**config.mk**
```make
export PLATFORM = sky130hd
export DESIGN_NAME = fsct_regs
export DESIGN_NICKNAME = d
export VERILOG_FILES = /design/src/fsct_pkg.sv /design/src/fsct_tach_if.sv /design/src/fsct_alarm_filter.sv /design/src/fsct_tach_meter.sv /design/src/fsct_regs.sv
export SDC_FILE = /design/constraint.sdc
export NUM_CORES = 1
export LEC_CHECK = 0
export ABC_AREA = 1
export BUFFER_PORTS_ARGS = -buffer_cell sky130_fd_sc_hd__buf_4
export CAP_MARGIN = 20
export CORE_MARGIN = 2
export CORE_UTILIZATION = 60
export CTS_CLUSTER_DIAMETER = 120
export CTS_CLUSTER_SIZE = 12
export DETAILED_ROUTE_END_ITERATION = 7
export PLACE_DENSITY_LB_ADDON = 0.25
export SYNTH_ARGS = -nofsm -noshare
export SYNTH_HDL_FRONTEND = slang
export SYNTH_HIERARCHICAL = 1
export SYNTH_SLANG_ARGS = --single-unit
```
**constraint.sdc**
```tcl
create_clock -name i_clk -period 2.2 [get_ports i_clk]
set_input_delay 0.22 -clock i_clk [delete_from_list [all_inputs] [get_ports i_clk]]
set_output_delay 0.22 -clock i_clk [all_outputs]
set_load 0.1 [all_outputs]
```
**src/fsct_pkg.sv**
```systemverilog
// Shared constants for the configuration and fan period register block.
// Assumes one clock; register offsets are byte addresses of the register port.
package fsct_pkg;

    // ==========================================================
    // Register offsets
    localparam logic [7:0] ADDR_CFG      = 8'h03;
    localparam logic [7:0] ADDR_ONE_SHOT = 8'h0F;
    localparam logic [7:0] ADDR_CRIT     = 8'h19;
    localparam logic [7:0] ADDR_TACH_LO  = 8'h46;
    localparam logic [7:0] ADDR_TACH_HI  = 8'h47;

    // ==========================================================
    // Configuration fields
    localparam int CFG_ALERT_MASK = 7;
    localparam int CFG_STANDBY    = 6;
    localparam int CFG_PWM_OFF    = 5;
    localparam int CFG_TACH_SEL   = 2;
    localparam int CFG_CRIT_OVR   = 1;
    localparam int CFG_FAULT_Q    = 0;
    localparam logic [7:0] CFG_WMASK = 8'hE7;

    // ==========================================================
    // Reset values and counts
    localparam logic [7:0] CFG_RESET     = 8'h00;
    localparam logic [7:0] CRIT_RESET    = 8'h55;
    localparam logic [1:0] QUEUE_DEPTH   = 2'h3;
    localparam logic [1:0] SINGLE_DEPTH  = 2'h1;
    localparam int         TACH_DIV_DFLT = 4;

    // ==========================================================
    // Conversion sequencer states
    typedef enum logic [0:0] {
        FSCT_IDLE = 1'b0,
        FSCT_BUSY = 1'b1
    } fsct_conv_t;

endpackage

```
**src/fsct_tach_if.sv**
```systemverilog
// Carrier between the register block and the fan period meter.
// Assumes the strobes are one-cycle pulses on the register clock.
`timescale 1ns/1ps
`default_nettype none

interface fsct_tach_if;
    logic       lo_rd;
    logic       hi_rd;
    logic [7:0] lo_byte;
    logic [7:0] hi_byte;

    modport meter (
        input  lo_rd,
        input  hi_rd,
        output lo_byte,
        output hi_byte
    );
    modport regs (
        output lo_rd,
        output hi_rd,
        input  lo_byte,
        input  hi_byte
    );
endinterface

`default_nettype wire

```
**src/fsct_alarm_filter.sv**
```systemverilog
// Remote out-of-range filter: one or three consecutive results raise alarm.
// Assumes i_done pulses once per finished remote conversion.
`timescale 1ns/1ps
`default_nettype none

module fsct_alarm_filter (
    // Clock and reset
    input  wire logic i_clk,
    input  wire logic i_reset_n,
    // Conversion results
    input  wire logic i_done,
    input  wire logic i_out_of_range,
    input  wire logic i_queue_en,
    // Alarm level
    output logic      o_alarm
);
    logic [1:0] cnt_r;
    logic [1:0] cnt_nxt;
    logic [1:0] need;
    logic       cnt_full;

    // ==========================================================
    // Consecutive count
    assign cnt_full = (cnt_r == fsct_pkg::QUEUE_DEPTH);
    assign cnt_nxt  = !i_done         ? cnt_r :
                      !i_out_of_range ? 2'h0  :
                      cnt_full        ? cnt_r : 2'(cnt_r + 2'h1);
    assign need     = i_queue_en ? fsct_pkg::QUEUE_DEPTH
                                 : fsct_pkg::SINGLE_DEPTH;
    assign o_alarm  = (cnt_r >= need);

    always_ff @(posedge i_clk or negedge i_reset_n) begin
        if (!i_reset_n) begin
            cnt_r <= 2'h0;
        end else begin
            cnt_r <= cnt_nxt;
        end
    end
endmodule

`default_nettype wire

```
**src/fsct_tach_meter.sv**
```systemverilog
// Fan period meter with low-byte read lock of the high byte.
// Assumes the tach input is synchronous to i_clk.
`timescale 1ns/1ps
`default_nettype none

module fsct_tach_meter #(
    parameter int TACH_DIV = fsct_pkg::TACH_DIV_DFLT
) (
    // Clock and reset
    input  wire logic  i_clk,
    input  wire logic  i_reset_n,
    // Tach pulse input
    input  wire logic  i_tach,
    // Register side
    fsct_tach_if.meter bus
);
    localparam int DW = $clog2(TACH_DIV + 1);

    generate
        if (TACH_DIV < 1) begin : g_bad_div
            $error("TACH_DIV must be at least 1");
        end
    endgenerate

    logic [DW-1:0] div_r;
    logic [13:0]   per_r;
    logic [15:0]   count_r;
    logic [7:0]    frozen_r;
    logic          lock_r;
    logic          tach_q_r;
    logic          edge_seen;
    logic          tick;
    logic          per_full;

    // ==========================================================
    // Period measurement in units of four count ticks
    assign edge_seen   = i_tach && !tach_q_r;
    assign tick        = (div_r == DW'(TACH_DIV - 1));
    assign per_full    = (per_r == 14'h3FFF);
    assign bus.lo_byte = count_r[7:0];
    assign bus.hi_byte = lock_r ? frozen_r : count_r[15:8];

    always_ff @(posedge i_clk or negedge i_reset_n) begin
        if (!i_reset_n) begin
            div_r    <= '0;
            per_r    <= 14'h0000;
            count_r  <= 16'h0000;
            tach_q_r <= 1'b0;
        end else begin
            tach_q_r <= i_tach;
            div_r    <= tick ? '0 : DW'(div_r + 1'b1);
            if (edge_seen) begin
                count_r <= {per_r, 2'h0};
                per_r   <= 14'h0000;
            end else if (tick && !per_full) begin
                per_r <= 14'(per_r + 14'h0001);
            end
        end
    end

    // ==========================================================
    // Read lock
    always_ff @(posedge i_clk or negedge i_reset_n) begin
        if (!i_reset_n) begin
            frozen_r <= 8'h00;
            lock_r   <= 1'b0;
        end else if (bus.lo_rd) begin
            frozen_r <= count_r[15:8];
            lock_r   <= 1'b1;
        end else if (bus.hi_rd) begin
            lock_r <= 1'b0;
        end
    end
endmodule

`default_nettype wire

```
**src/fsct_regs.sv**
```systemverilog
// Configuration, critical limit and fan period registers of the sensor.
// Assumes a register port already decoded from the management bus.
`timescale 1ns/1ps
`default_nettype none

// How it works
// - Config bit 7 set masks alarms and releases the alarm pin.
// - Bit 6 clear converts continuously; set enters standby, stopping conversions.
// - In standby any write to 0x0F starts exactly one conversion.
// - In standby with bit 5 set, the PWM pin holds its off level.
// - Config bits 4:3 read zero and do nothing.
// - Bit 2 set turns the shared pin into a released tach input.
// - Critical limit starts at 85; writes to 0x19 need bit 1 set.
// - After one change the critical limit is fixed until power-on reset.
// - Bit 0 chooses one or three consecutive out-of-range results for alarm.
// - Period count is 16 bits; low-byte read freezes the high byte.
// - Count measures tach pulse spacing; low byte valid only in 7:2.
module fsct_regs #(
    parameter int TACH_DIV = fsct_pkg::TACH_DIV_DFLT
) (
    // Clock and reset
    input  wire logic       i_clk,
    input  wire logic       i_reset_n,
    // Register port
    input  wire logic [7:0] i_reg_addr,
    input  wire logic       i_reg_wr,
    input  wire logic [7:0] i_reg_wdata,
    input  wire logic       i_reg_rd,
    output logic      [7:0] o_reg_rdata,
    // Conversion engine
    output logic            o_conv_start,
    input  wire logic       i_conv_done,
    input  wire logic       i_remote_oor,
    output logic            o_standby,
    output logic      [7:0] o_crit_limit,
    // Fan drive
    input  wire logic       i_pwm_wave,
    input  wire logic       i_pwm_pol,
    output logic            o_pwm_out,
    // Shared alarm / tach pin
    input  wire logic       i_alert_tach_i,
    output logic            o_alert_tach_o,
    output logic            o_alert_tach_oe
);
    fsct_tach_if tach_bus ();

    fsct_pkg::fsct_conv_t state_r;
    fsct_pkg::fsct_conv_t state_nxt;

    logic [7:0] cfg_r;
    logic [7:0] crit_r;
    logic       crit_done_r;
    logic       shot_pend_r;
    logic       start_r;
    logic       alert_r;
    logic       pwm_r;
    logic [7:0] rdata_r;

    // ==========================================================
    // Decode
    logic       wr_cfg;
    logic       wr_shot;
    logic       wr_crit;
    logic       crit_ok;
    logic       standby;
    logic       start;
    logic       alarm;
    logic       tach_sel;
    logic       pwm_hold;
    logic       pwm_off_lvl;
    logic       alert_nxt;
    logic [7:0] rdata_nxt;

    assign wr_cfg   = i_reg_wr && (i_reg_addr == fsct_pkg::ADDR_CFG);
    assign wr_shot  = i_reg_wr && (i_reg_addr == fsct_pkg::ADDR_ONE_SHOT);
    assign wr_crit  = i_reg_wr && (i_reg_addr == fsct_pkg::ADDR_CRIT);
    assign crit_ok  = cfg_r[fsct_pkg::CFG_CRIT_OVR] && !crit_done_r;
    assign standby  = cfg_r[fsct_pkg::CFG_STANDBY];
    assign tach_sel = cfg_r[fsct_pkg::CFG_TACH_SEL];

    assign tach_bus.lo_rd =
        i_reg_rd && (i_reg_addr == fsct_pkg::ADDR_TACH_LO);
    assign tach_bus.hi_rd =
        i_reg_rd && (i_reg_addr == fsct_pkg::ADDR_TACH_HI);

    assign rdata_nxt =
        (i_reg_addr == fsct_pkg::ADDR_CFG)     ? cfg_r            :
        (i_reg_addr == fsct_pkg::ADDR_CRIT)    ? crit_r           :
        (i_reg_addr == fsct_pkg::ADDR_TACH_LO) ? tach_bus.lo_byte :
        (i_reg_addr == fsct_pkg::ADDR_TACH_HI) ? tach_bus.hi_byte :
                                                 8'h00;

    // ==========================================================
    // Configuration and critical limit
    always_ff @(posedge i_clk or negedge i_reset_n) begin
        if (!i_reset_n) begin
            cfg_r <= fsct_pkg::CFG_RESET;
        end else if (wr_cfg) begin
            cfg_r <= i_reg_wdata & fsct_pkg::CFG_WMASK;
        end
    end

    always_ff @(posedge i_clk or negedge i_reset_n) begin
        if (!i_reset_n) begin
            crit_r      <= fsct_pkg::CRIT_RESET;
            crit_done_r <= 1'b0;
        end else if (wr_crit && crit_ok) begin
            crit_r      <= i_reg_wdata;
            crit_done_r <= 1'b1;
        end
    end

    // ==========================================================
    // Conversion sequencer
    // Continuous when awake, one pending shot when in standby.
    assign start = (state_r == fsct_pkg::FSCT_IDLE) &&
                   (!standby || shot_pend_r);

    always_comb begin
        state_nxt = state_r;
        unique case (state_r)
            fsct_pkg::FSCT_IDLE: begin
                if (start) begin
                    state_nxt = fsct_pkg::FSCT_BUSY;
                end
            end
            fsct_pkg::FSCT_BUSY: begin
                if (i_conv_done) begin
                    state_nxt = fsct_pkg::FSCT_IDLE;
                end
            end
        endcase
    end

    always_ff @(posedge i_clk or negedge i_reset_n) begin
        if (!i_reset_n) begin
            state_r <= fsct_pkg::FSCT_IDLE;
            start_r <= 1'b0;
        end else begin
            state_r <= state_nxt;
            start_r <= start;
        end
    end

    // New shot request wins over the clear of an old one
    always_ff @(posedge i_clk or negedge i_reset_n) begin
        if (!i_reset_n) begin
            shot_pend_r <= 1'b0;
        end else if (wr_shot && standby) begin
            shot_pend_r <= 1'b1;
        end else if (start || !standby) begin
            shot_pend_r <= 1'b0;
        end
    end

    // ==========================================================
    // Alarm filter and shared pin
    fsct_alarm_filter u_filter (
        .i_clk          (i_clk),
        .i_reset_n      (i_reset_n),
        .i_done         (i_conv_done),
        .i_out_of_range (i_remote_oor),
        .i_queue_en     (cfg_r[fsct_pkg::CFG_FAULT_Q]),
        .o_alarm        (alarm)
    );

    assign alert_nxt = alarm && !cfg_r[fsct_pkg::CFG_ALERT_MASK]
                       && !tach_sel;

    fsct_tach_meter #(
        .TACH_DIV (TACH_DIV)
    ) u_tach (
        .i_clk     (i_clk),
        .i_reset_n (i_reset_n),
        .i_tach    (i_alert_tach_i && tach_sel),
        .bus       (tach_bus)
    );

    // ==========================================================
    // Fan drive
    // Polarity high means active-high drive, so off is low.
    assign pwm_off_lvl = !i_pwm_pol;
    assign pwm_hold    = standby && cfg_r[fsct_pkg::CFG_PWM_OFF];

    // ==========================================================
    // Output registers
    always_ff @(posedge i_clk or negedge i_reset_n) begin
        if (!i_reset_n) begin
            alert_r <= 1'b0;
            pwm_r   <= 1'b0;
            rdata_r <= 8'h00;
        end else begin
            alert_r <= alert_nxt;
            pwm_r   <= pwm_hold ? pwm_off_lvl : i_pwm_wave;
            if (i_reg_rd) begin
                rdata_r <= rdata_nxt;
            end
        end
    end

    assign o_reg_rdata     = rdata_r;
    assign o_conv_start    = start_r;
    assign o_standby       = standby;
    assign o_crit_limit    = crit_r;
    assign o_pwm_out       = pwm_r;
    assign o_alert_tach_o  = 1'b0;
    assign o_alert_tach_oe = alert_r;
endmodule

`default_nettype wire

```
=== Word-level counts from Yosys, hierarchy flattened ===
Index checks and enable logic that the tools add are counted.

* Add/subtract/negate cells: 3
* Magnitude comparators: 1
* Equality and inequality tests: 9
* Muxes and demuxes: 19
* Bitwise gates (word level): 1
* Reduce and logical (&&, ||, !) cells: 28

{| class="wikitable"
|+ Operators with widths
! kind !! count
|-
| $mux W8 || 5
|-
| $mux W14 || 2
|-
| $eq A8 B7 Y1 const B || 2
|-
| $logic_and A1 B1 Y1 || 15
|-
| $add A14 B1 Y14 const B || 1
|-
| $eq A14 B14 Y1 const B || 1
|-
| $eq A8 B2 Y1 const B || 1
|-
| $eq A8 B4 Y1 const B || 1
|-
| $eq A8 B5 Y1 const B || 1
|-
| $logic_not A1 Y1 || 7
|-
| $mux W1 || 7
|-
| $mux W2 || 3
|-
| $reduce_bool A2 Y1 || 3
|-
| $add A3 B1 Y3 const B || 1
|-
| $eq A3 B2 Y1 const B || 1
|-
| $mux W3 || 1
|-
| $add A2 B1 Y2 const B || 1
|-
| $eq A2 B2 Y1 const B || 1
|-
| $ge A2 B2 Y1 || 1
|-
| $logic_or A1 B1 Y1 || 2
|-
| $ne A2 B2 Y1 const B || 1
|-
| $pmux W1 S2 || 1
|-
| $reduce_and A2 Y1 || 1
|-
| $not A1 Y1 || 1
|}

* Register bits after elaboration: 71
* Output and inout bits: 21

=== Longest topological paths before layout ===
Gate-level depths: netlist of run 1.

* Word-level depth: 6
* Mapped depth: 10

=== Modules after synthesis ===
Netlist of run 1, hierarchy kept.

{| class="wikitable"
|+ By module, submodules not included
! module !! instances !! cells an instance !! area each (um2) !! sequential area each (um2)
|-
| fsct_tach_meter || 1 || 250 || 2038.2 || 1026.0
|-
| fsct_regs || 1 || 204 || 1615.3 || 705.7
|-
| fsct_alarm_filter || 1 || 16 || 128.9 || 50.0
|}

=== Worst setup path before layout of run 1 ===
Ideal clock, no wire load.

* Kind: input -> register
* Start: input i_reg_addr[5]
* End: register u_tach.frozen_r[6]
* Setup time: 0.136 ns
* Data arrival time: 1.350 ns
* Path slack: 0.714 ns
* Stages: 8
* Buffers on the path: 2
* Path through: inv_2 nand2_1 nor2_4 buf_6 nand2_1 nor2_1 clkbuf_1 o21ai_0

* Word-level cells in the longest chain between the ends: 2

{| class="wikitable"
|+ RTL lines
! item !! line !! text
|-
| start, declared || fsct_regs.sv:25 || <nowiki>input wire logic [7:0] i_reg_addr,</nowiki>
|-
| $eq A8 B7 Y1 || fsct_regs.sv:82 || <nowiki>i_reg_rd && (i_reg_addr == fsct_pkg::ADDR_TACH_LO);</nowiki>
|-
| $logic_and A1 B1 Y1 || fsct_regs.sv:82 ||
|-
| named net tach_bus.lo_rd || fsct_tach_if.sv:7 || <nowiki>logic lo_rd;</nowiki>
|-
| end signal, assigned || fsct_tach_meter.sv:68 || <nowiki>frozen_r <= count_r[15:8];</nowiki>
|-
| end, declared || fsct_tach_meter.sv:28 || <nowiki>logic [7:0] frozen_r;</nowiki>
|}

The timed path passes the listed nets, and every way through them passes these cells.
A chain may end at the register's enable or synchronous reset.

=== Worst setup path after layout of run 1 ===
* Start: register u_tach.per_r[1]
* End: register u_tach.per_r[0]

* Word-level cells in the longest chain between the ends: 4

{| class="wikitable"
|+ RTL lines
! item !! line !! text
|-
| start, declared || fsct_tach_meter.sv:26 || <nowiki>logic [13:0] per_r;</nowiki>
|-
| start signal, assigned || fsct_tach_meter.sv:56 || <nowiki>per_r <= 14'(per_r + 14'h0001);</nowiki>
|-
| $eq A14 B14 Y1 || fsct_tach_meter.sv:39 || <nowiki>assign per_full = (per_r == 14'h3FFF);</nowiki>
|-
| $logic_not A1 Y1 || fsct_tach_meter.sv:55 || <nowiki>end else if (tick && !per_full) begin</nowiki>
|-
| $logic_and A1 B1 Y1 || fsct_tach_meter.sv:55 ||
|-
| $reduce_bool A2 Y1 (no line) || -- ||
|}

Every way passes these cells.

==> results of run 1 <==
## Yosys cell counts (2+ instances only)
cell and count:
a21oi_1 4, buf_2 5, buf_4 9, buf_6 4, clkbuf_1 3, conb_1 2, dfrtp_1 67, dfstp_2 4
ha_1 4, inv_1 48, inv_2 8, nand2_1 139, nand2_2 14, nand2_4 2, nand3_1 54, nand4_1 5
nor2_1 22, nor2_2 5, nor2_4 5, nor3_1 2, o21ai_0 32, o21ai_1 4, o21ai_2 14, o21bai_1 2
xor2_1 6
## through the flow
stage	total power (uW)	utilization	cell area [um2]	hold slack [ns]	worst slack (ns)
2_1_floorplan	1960	-	3790	-0.0756	0.714
3_3_place_gp	2070	0.678	4060	0.387	0.676
3_5_place_dp	2100	0.678	4060	0.402	0.578
4_1_cts	3250	0.715	4290	0.0377	0.542
5_1_grt	3380	0.715	4290	0.0712	0.354
6_report	3240	0.715	4290	-0.00243	0.533
## final timing paths
kind                                    endpoint  slack [ns]
worst max-delay path             u_tach/per_r[0]        0.53
worst min-delay path            u_tach/per_r[13]      -0.002
worst max register to register   u_tach/per_r[0]        0.53
worst min register to register   u_tach/div_r[0]        0.45
max in group asynchronous         o_reg_rdata[6]        1.63
min in group i_clk                     o_pwm_out        0.06
## power groups by stage
stage	Sequential, uW	Clock (uW)	Combinational (uW)
after floorplan	1660	0	306
after global placement	1550	0	525
after CTS	1530	1170	550
after global routing	1550	1230	604
final	1530	1150	549
after detailed placement	1550	0	543
## logic make-up after synthesis
group,after synthesis
buffers and inverters,78
xor gates and xnor gates,7
AOI/OAI and AO/OA,58
other,2
and+or+nand+nor,250
DFF,71
adders and majority gates,4
## routing by layer
metal / vias up / track usage
met2: 121 / 0.412
li1: 1546 / -
met1: 1488 / 0.351
met3: 26 / 0.0378
met4: 0 / 0.0969
met5: - / 0
## area by class of cell
cell class	count	area, um2	area share
Clock buffer	10	138	0.0321
Clock inverter	6	83.8	0.0196
Inverter	56	210	0.0491
Multi-Input combinational cell	322	1630	0.379
Sequential cell	71	1780	0.416
Tap cell	75	93.8	0.0219
Timing Repair Buffer	47	353	0.0823
## sequential cells by signal, summed over array words and instances (netlist names)
register	cells
shot_pend_r	1
o_crit_limit	8
u_tach/per_r	14
state_r	1
o_reg_rdata	8
o_conv_start	1
u_tach/count_r	14
u_tach/tach_q_r	1
cfg_r	6
u_tach/lock_r	1
u_tach/frozen_r	8
o_alert_tach_oe	1
crit_done_r	1
u_filter/cnt_r	2
o_pwm_out	1
u_tach/div_r	3
==> results.json, run 1 <==
{
  "setup_viol_count_final": 0,
  "rows": 28,
  "io_buffer_count": 44,
  "max-slew-margin-rel": 0.413,
  "fillCellCount": 472,
  "p_per_area_nw_per_um2": 755,
  "worstPathArrival_ns": 1.87,
  "synth_edf_count": 0,
  "outcome": "finished, violations left",
  "place_congestion": 0.926,
  "core_area_um2": 5990,
  "grt_max_degree": 72,
  "met1_length_mm": 3.76,
  "cap_viol_max_count": 0,
  "ys_seq_area_frac": 0.471,
  "critPathSlowestCell": "dfrtp_1",
  "slew_violations": 0,
  "ys.warnings.count": 6,
  "synth_mux_area_frac": 0,
  "dr.max_layer_used": "met4",
  "p_int_uw": 2260,
  "yosys_most_used_dff": "dfrtp_1",
  "die_area_um2": 6950,
  "cts_buffers": 9,
  "worst-slew-pin-transition_ns": 0.881,
  "grt_usage": 0.256,
  "ff2ff_path_depth": 8,
  "num-nets-final": 536,
  "first_pass_iters": 5,
  "crit_path_start_kind": "register",
  "layout_common_cells": "139 x nand2_1, 67 x dfrtp_1, 54 x nand3_1",
  "grt_pass1_wl_mm": 14.4,
  "wl_per_cell_um": 14.3,
  "worstSetupPathType": "reg2reg",
  "layout_commonest_cell": "nand2_1",
  "syn_to_final_growth_pct": 13.3,
  "synthArstFlopShare": 1.00,
  "hold_viol": 4,
  "seqPwrFrac": 0.474,
  "rsz0062_at_grt": "no",
  "clock-sinks": 71,
  "layout-drive-gt1-share": 0.229,
  "finalWirelength_mm": 8.37,
  "ctsHtreeMaxLevel": 3,
  "path_buf_inv": 1,
  "clock_latency_ns": 0.34,
  "synthAdderAreaFrac": 0.0132,
  "syn_area_um2": 3780,
  "fin_crit_ns": 1.67,
  "slowest_delay_ns": 0.41,
  "p_leak_uw": 0.00219,
  "path_depth": 8,
  "vias": 3181,
  "switching_share": 0.303,
  "synth_top_area_share": 0.443,
  "cp_top_family": "simple AND/OR/NAND/NOR gates",
  "postCtsSetupRepairBufs": 0,
  "wl_met2_mm": 3.89,
  "clock_skew_ns": 0.0140,
  "antenna_found_initial": 0,
  "num_antenna_cells": 0,
  "die_w_um": 83.4,
  "synth-compound-area-share": 0.0930,
  "cp.required_ns": 2.40,
  "cp_cell_sequence": "ha_1 -> nand2_1 -> nor2_2 -> nand2_2 -> inv_2 -> nand2_4 -> nand3_1 -> o21ai_0",
  "fin_cells": 587,
  "fmax_mhz": 600,
  "combPwrFrac": 0.170,
  "synth_top_family_by_area": "simple AND/OR/NAND/NOR gates",
  "pin_count": 46,
  "p_switching_uw": 981,
  "ys_top_cells_by_area": "dfrtp_1 44%, nand2_1 14%, nand3_1 7.1%, inv_1 4.8%, o21ai_0 4.2%",
  "violations": "hold timing",
  "dp.final_hpwl_mm": 5.86,
  "grt-ovfl-total": 0,
  "synth_seq_cells": 71,
  "synth_largest_area_cell": "dfrtp_1",
  "fin_crit_sh": 0.758,
  "crit_path_end_kind": "register",
  "power_frac_clock": 0.357,
  "synth-simple-area-share": 0.304,
  "antenna_left": 0,
  "first_global_vias": 3116,
  "cts_hold_buffers": 0,
  "crit_path_start": "u_tach/per_r[1]",
  "whs_ns": -0.00243,
  "ir_worst_vdd_uv": 671,
  "die-height_um": 83.4,
  "start_util": 0.631,
  "syn_area_per_cell_um2": 8.05,
  "clk_path_buf_depth": 2,
  "vias_per_cell": 5.42,
  "drt_iter0_drc": 316,
  "synth_xor_area_frac": 0.0162,
  "hp-class": "in2async",
  "cts_tree": "yes",
  "synth.distinct_cells": 31,
  "dr_wl_met3_um": 489,
  "root_buffer": "clkbuf_8",
  "syn-instance-count": 470,
  "cp_max_fo": 8,
  "path_clk_slew_ns": 0.07,
  "drcViolationCount": 0,
  "dp.cells": 571,
  "cts_resized": 0,
  "r2r-start": "u_tach/per_r[1]",
  "finalSetupTns_ns": 0
}
(Power assumes the default switching activity.)
==> run 2: changes to the inputs <==
Settings changed: CORE_UTILIZATION 60 to 52.
Clock period 2.2 ns to 1.5 ns, I/O delays scaled along.
==> run 2 against run 1 <==
- the run now ends clean
- power grew 45%
- die area up 15%
- clock-buffer cell count up 1
- final cell count rose by 6.8%
- final area is 4.3% higher
- sequential share of layout area fell by 1.6 points
- hold slack better by 0.018 ns
- non-clock buffer count increased by 16
- global-route usage fell by 3.1 points
- critical endpoint is now u_tach/per_r[11]
==> results.json, run 2 (synthesized netlist as in run 1, its figures left out) <==
{
  "setup_ws_ns": 0.0914,
  "num-nets-final": 552,
  "seqPwrFrac": 0.475,
  "core_area_um2": 7140,
  "cts_tree": "yes",
  "crit_path_start_kind": "register",
  "io_buffer_count": 44,
  "p_leak_uw": 0.00225,
  "antenna_left": 0,
  "grt_pass1_wl_mm": 13.4,
  "antenna_found_initial": 0,
  "setup_viol_count_final": 0,
  "finalWirelength_mm": 8.43,
  "dp.cells": 608,
  "p_per_area_nw_per_um2": 1050,
  "clock-sinks": 71,
  "finalSetupTns_ns": 0,
  "postCtsSetupRepairBufs": 0,
  "crit_path_end_kind": "register",
  "start_util": 0.530,
  "worstPathArrival_ns": 1.67,
  "layout-drive-gt1-share": 0.258,
  "grt-ovfl-total": 0,
  "ir_worst_vdd_uv": 888,
  "preCtsSetupSlack_ns": -0.000892,
  "layout_commonest_cell": "nand2_1",
  "cp_max_fo": 15,
  "combPwrFrac": 0.187,
  "fin_cells": 627,
  "stdcell_area_um2": 4470,
  "p_switching_uw": 1460,
  "placed_area_um2": 4200,
  "fmax_mhz": 710,
  "place_congestion": 0.860,
  "drt_iter0_drc": 253,
  "grt_max_degree": 35,
  "first_pass_iters": 4,
  "first_global_vias": 2741,
  "hold_viol": 0,
  "clk_path_buf_depth": 2,
  "switching_share": 0.311,
  "fin_crit_sh": 0.939,
  "fin_crit_ns": 1.41,
  "slew_violations": 0,
  "worstSetupPathType": "reg2reg",
  "hp-class": "in2reg",
  "wl_per_cell_um": 13.4,
  "root_buffer": "clkbuf_8",
  "die_area_um2": 7970,
  "power_frac_clock": 0.338,
  "die-height_um": 89.3,
  "layout_common_cells": "139 x nand2_1, 65 x dfrtp_1, 59 x buf_4",
  "finalPower_uw": 4710,
  "path_clk_slew_ns": 0.07,
  "cts_buffers": 9,
  "outcome": "completed",
  "clock_latency_ns": 0.35,
  "pin_count": 46,
  "clock_skew_ns": 0.0141,
  "rsz0062_at_grt": "yes",
  "ctsHtreeMaxLevel": 3,
  "drcViolationCount": 0,
  "cp.required_ns": 1.76,
  "cap_viol_max_count": 0,
  "largest_registers": "u_tach/count_r x14, u_tach/per_r x14",
  "die_w_um": 89.3,
  "dp.final_hpwl_mm": 6.18,
  "syn_to_final_growth_pct": 18.1,
  "rows": 31,
  "grt_usage": 0.224,
  "p_int_uw": 3240,
  "vias_per_cell": 5.00,
  "num_antenna_cells": 0,
  "vias": 3138
}
## run 2: cell types whose count changed in the layout (fill, tap and decap cells not counted), sizes merged
cell / change
buf: +13
clkinv: -1
clkinvlp: +2
clkbuf: +1
dlygate4sd3: +3
bufinv: -1
inv: -1
## run 2: final timing paths
kind | start | endpoint | slack [ns] | cells after the start
max | u_tach/per_r[5] | u_tach/per_r[11] | 0.09 | 8
min | i_alert_tach_i | u_tach/tach_q_r | 0.02 | 3
max reg2reg | u_tach/per_r[5] | u_tach/per_r[11] | 0.09 | 8
min reg2reg | u_tach/div_r[0] | u_tach/div_r[0] | 0.45 | 1
max in group asynchronous | i_reset_n | o_crit_limit[4] | 0.62 | 3
min in group asynchronous | i_reset_n | u_tach/count_r[7] | 0.30 | 2
## run 2: final cells by class
type / instances / area, um2
Fill cell: 649 / 2670
Clock inverter: 5 / 56.3
Clock buffer: 11 / 151
Multi-Input combinational cell: 322 / 1650
Inverter: 56 / 214
Timing Repair Buffer: 63 / 493
Sequential cell: 71 / 1780
Tap cell: 99 / 124
## run 2: through the flow
| stage | utilization | hold slack, ns |
|---|---|---|
| 2_1_floorplan | - | -0.146 |
| 3_3_place_gp | 0.589 | 0.137 |
| 3_5_place_dp | 0.589 | 0.139 |
| 4_1_cts | 0.623 | 0.00577 |
| 5_1_grt | 0.626 | 0.0218 |
| 6_report | 0.626 | 0.0161 |
## run 2: what timing repair did
| action | in CTS | in global routing |
|---|---|---|
| hold buffers | 3 | 0 |
| hold endpoints to repair | 30 | 0 |
| endpoints found under the setup margin | 5 | 14 |
| resized for setup | 2 | 7 |
## run 2: critical path: stages, from the launching register on
cell	delay, ns
dfrtp_1	0.43
nand2_1	0.15
nor2_4	0.17
nand2_2	0.07
inv_2	0.07
nand2_4	0.06
nand2_4	0.17
nand3_1	0.11
o21ai_1	0.10
## run 2: layer usage
layer / up-vias / GRT usage / part of all wire
met5: - / 0 / 0
met4: 0 / 0.0977 / 0.022
met3: 18 / 0.0323 / 0.039
met2: 64 / 0.335 / 0.47
met1: 1475 / 0.327 / 0.47
li1: 1581 / - / -
## run 2: power groups by stage
stage	registers (uW)	clock network, uW	logic [uW]
finish	2240	1590	879
global route	2260	1720	969
CTS	2230	1630	877
detailed placement	2270	0	864
global placement	2260	0	850
floorplan	2430	0	449
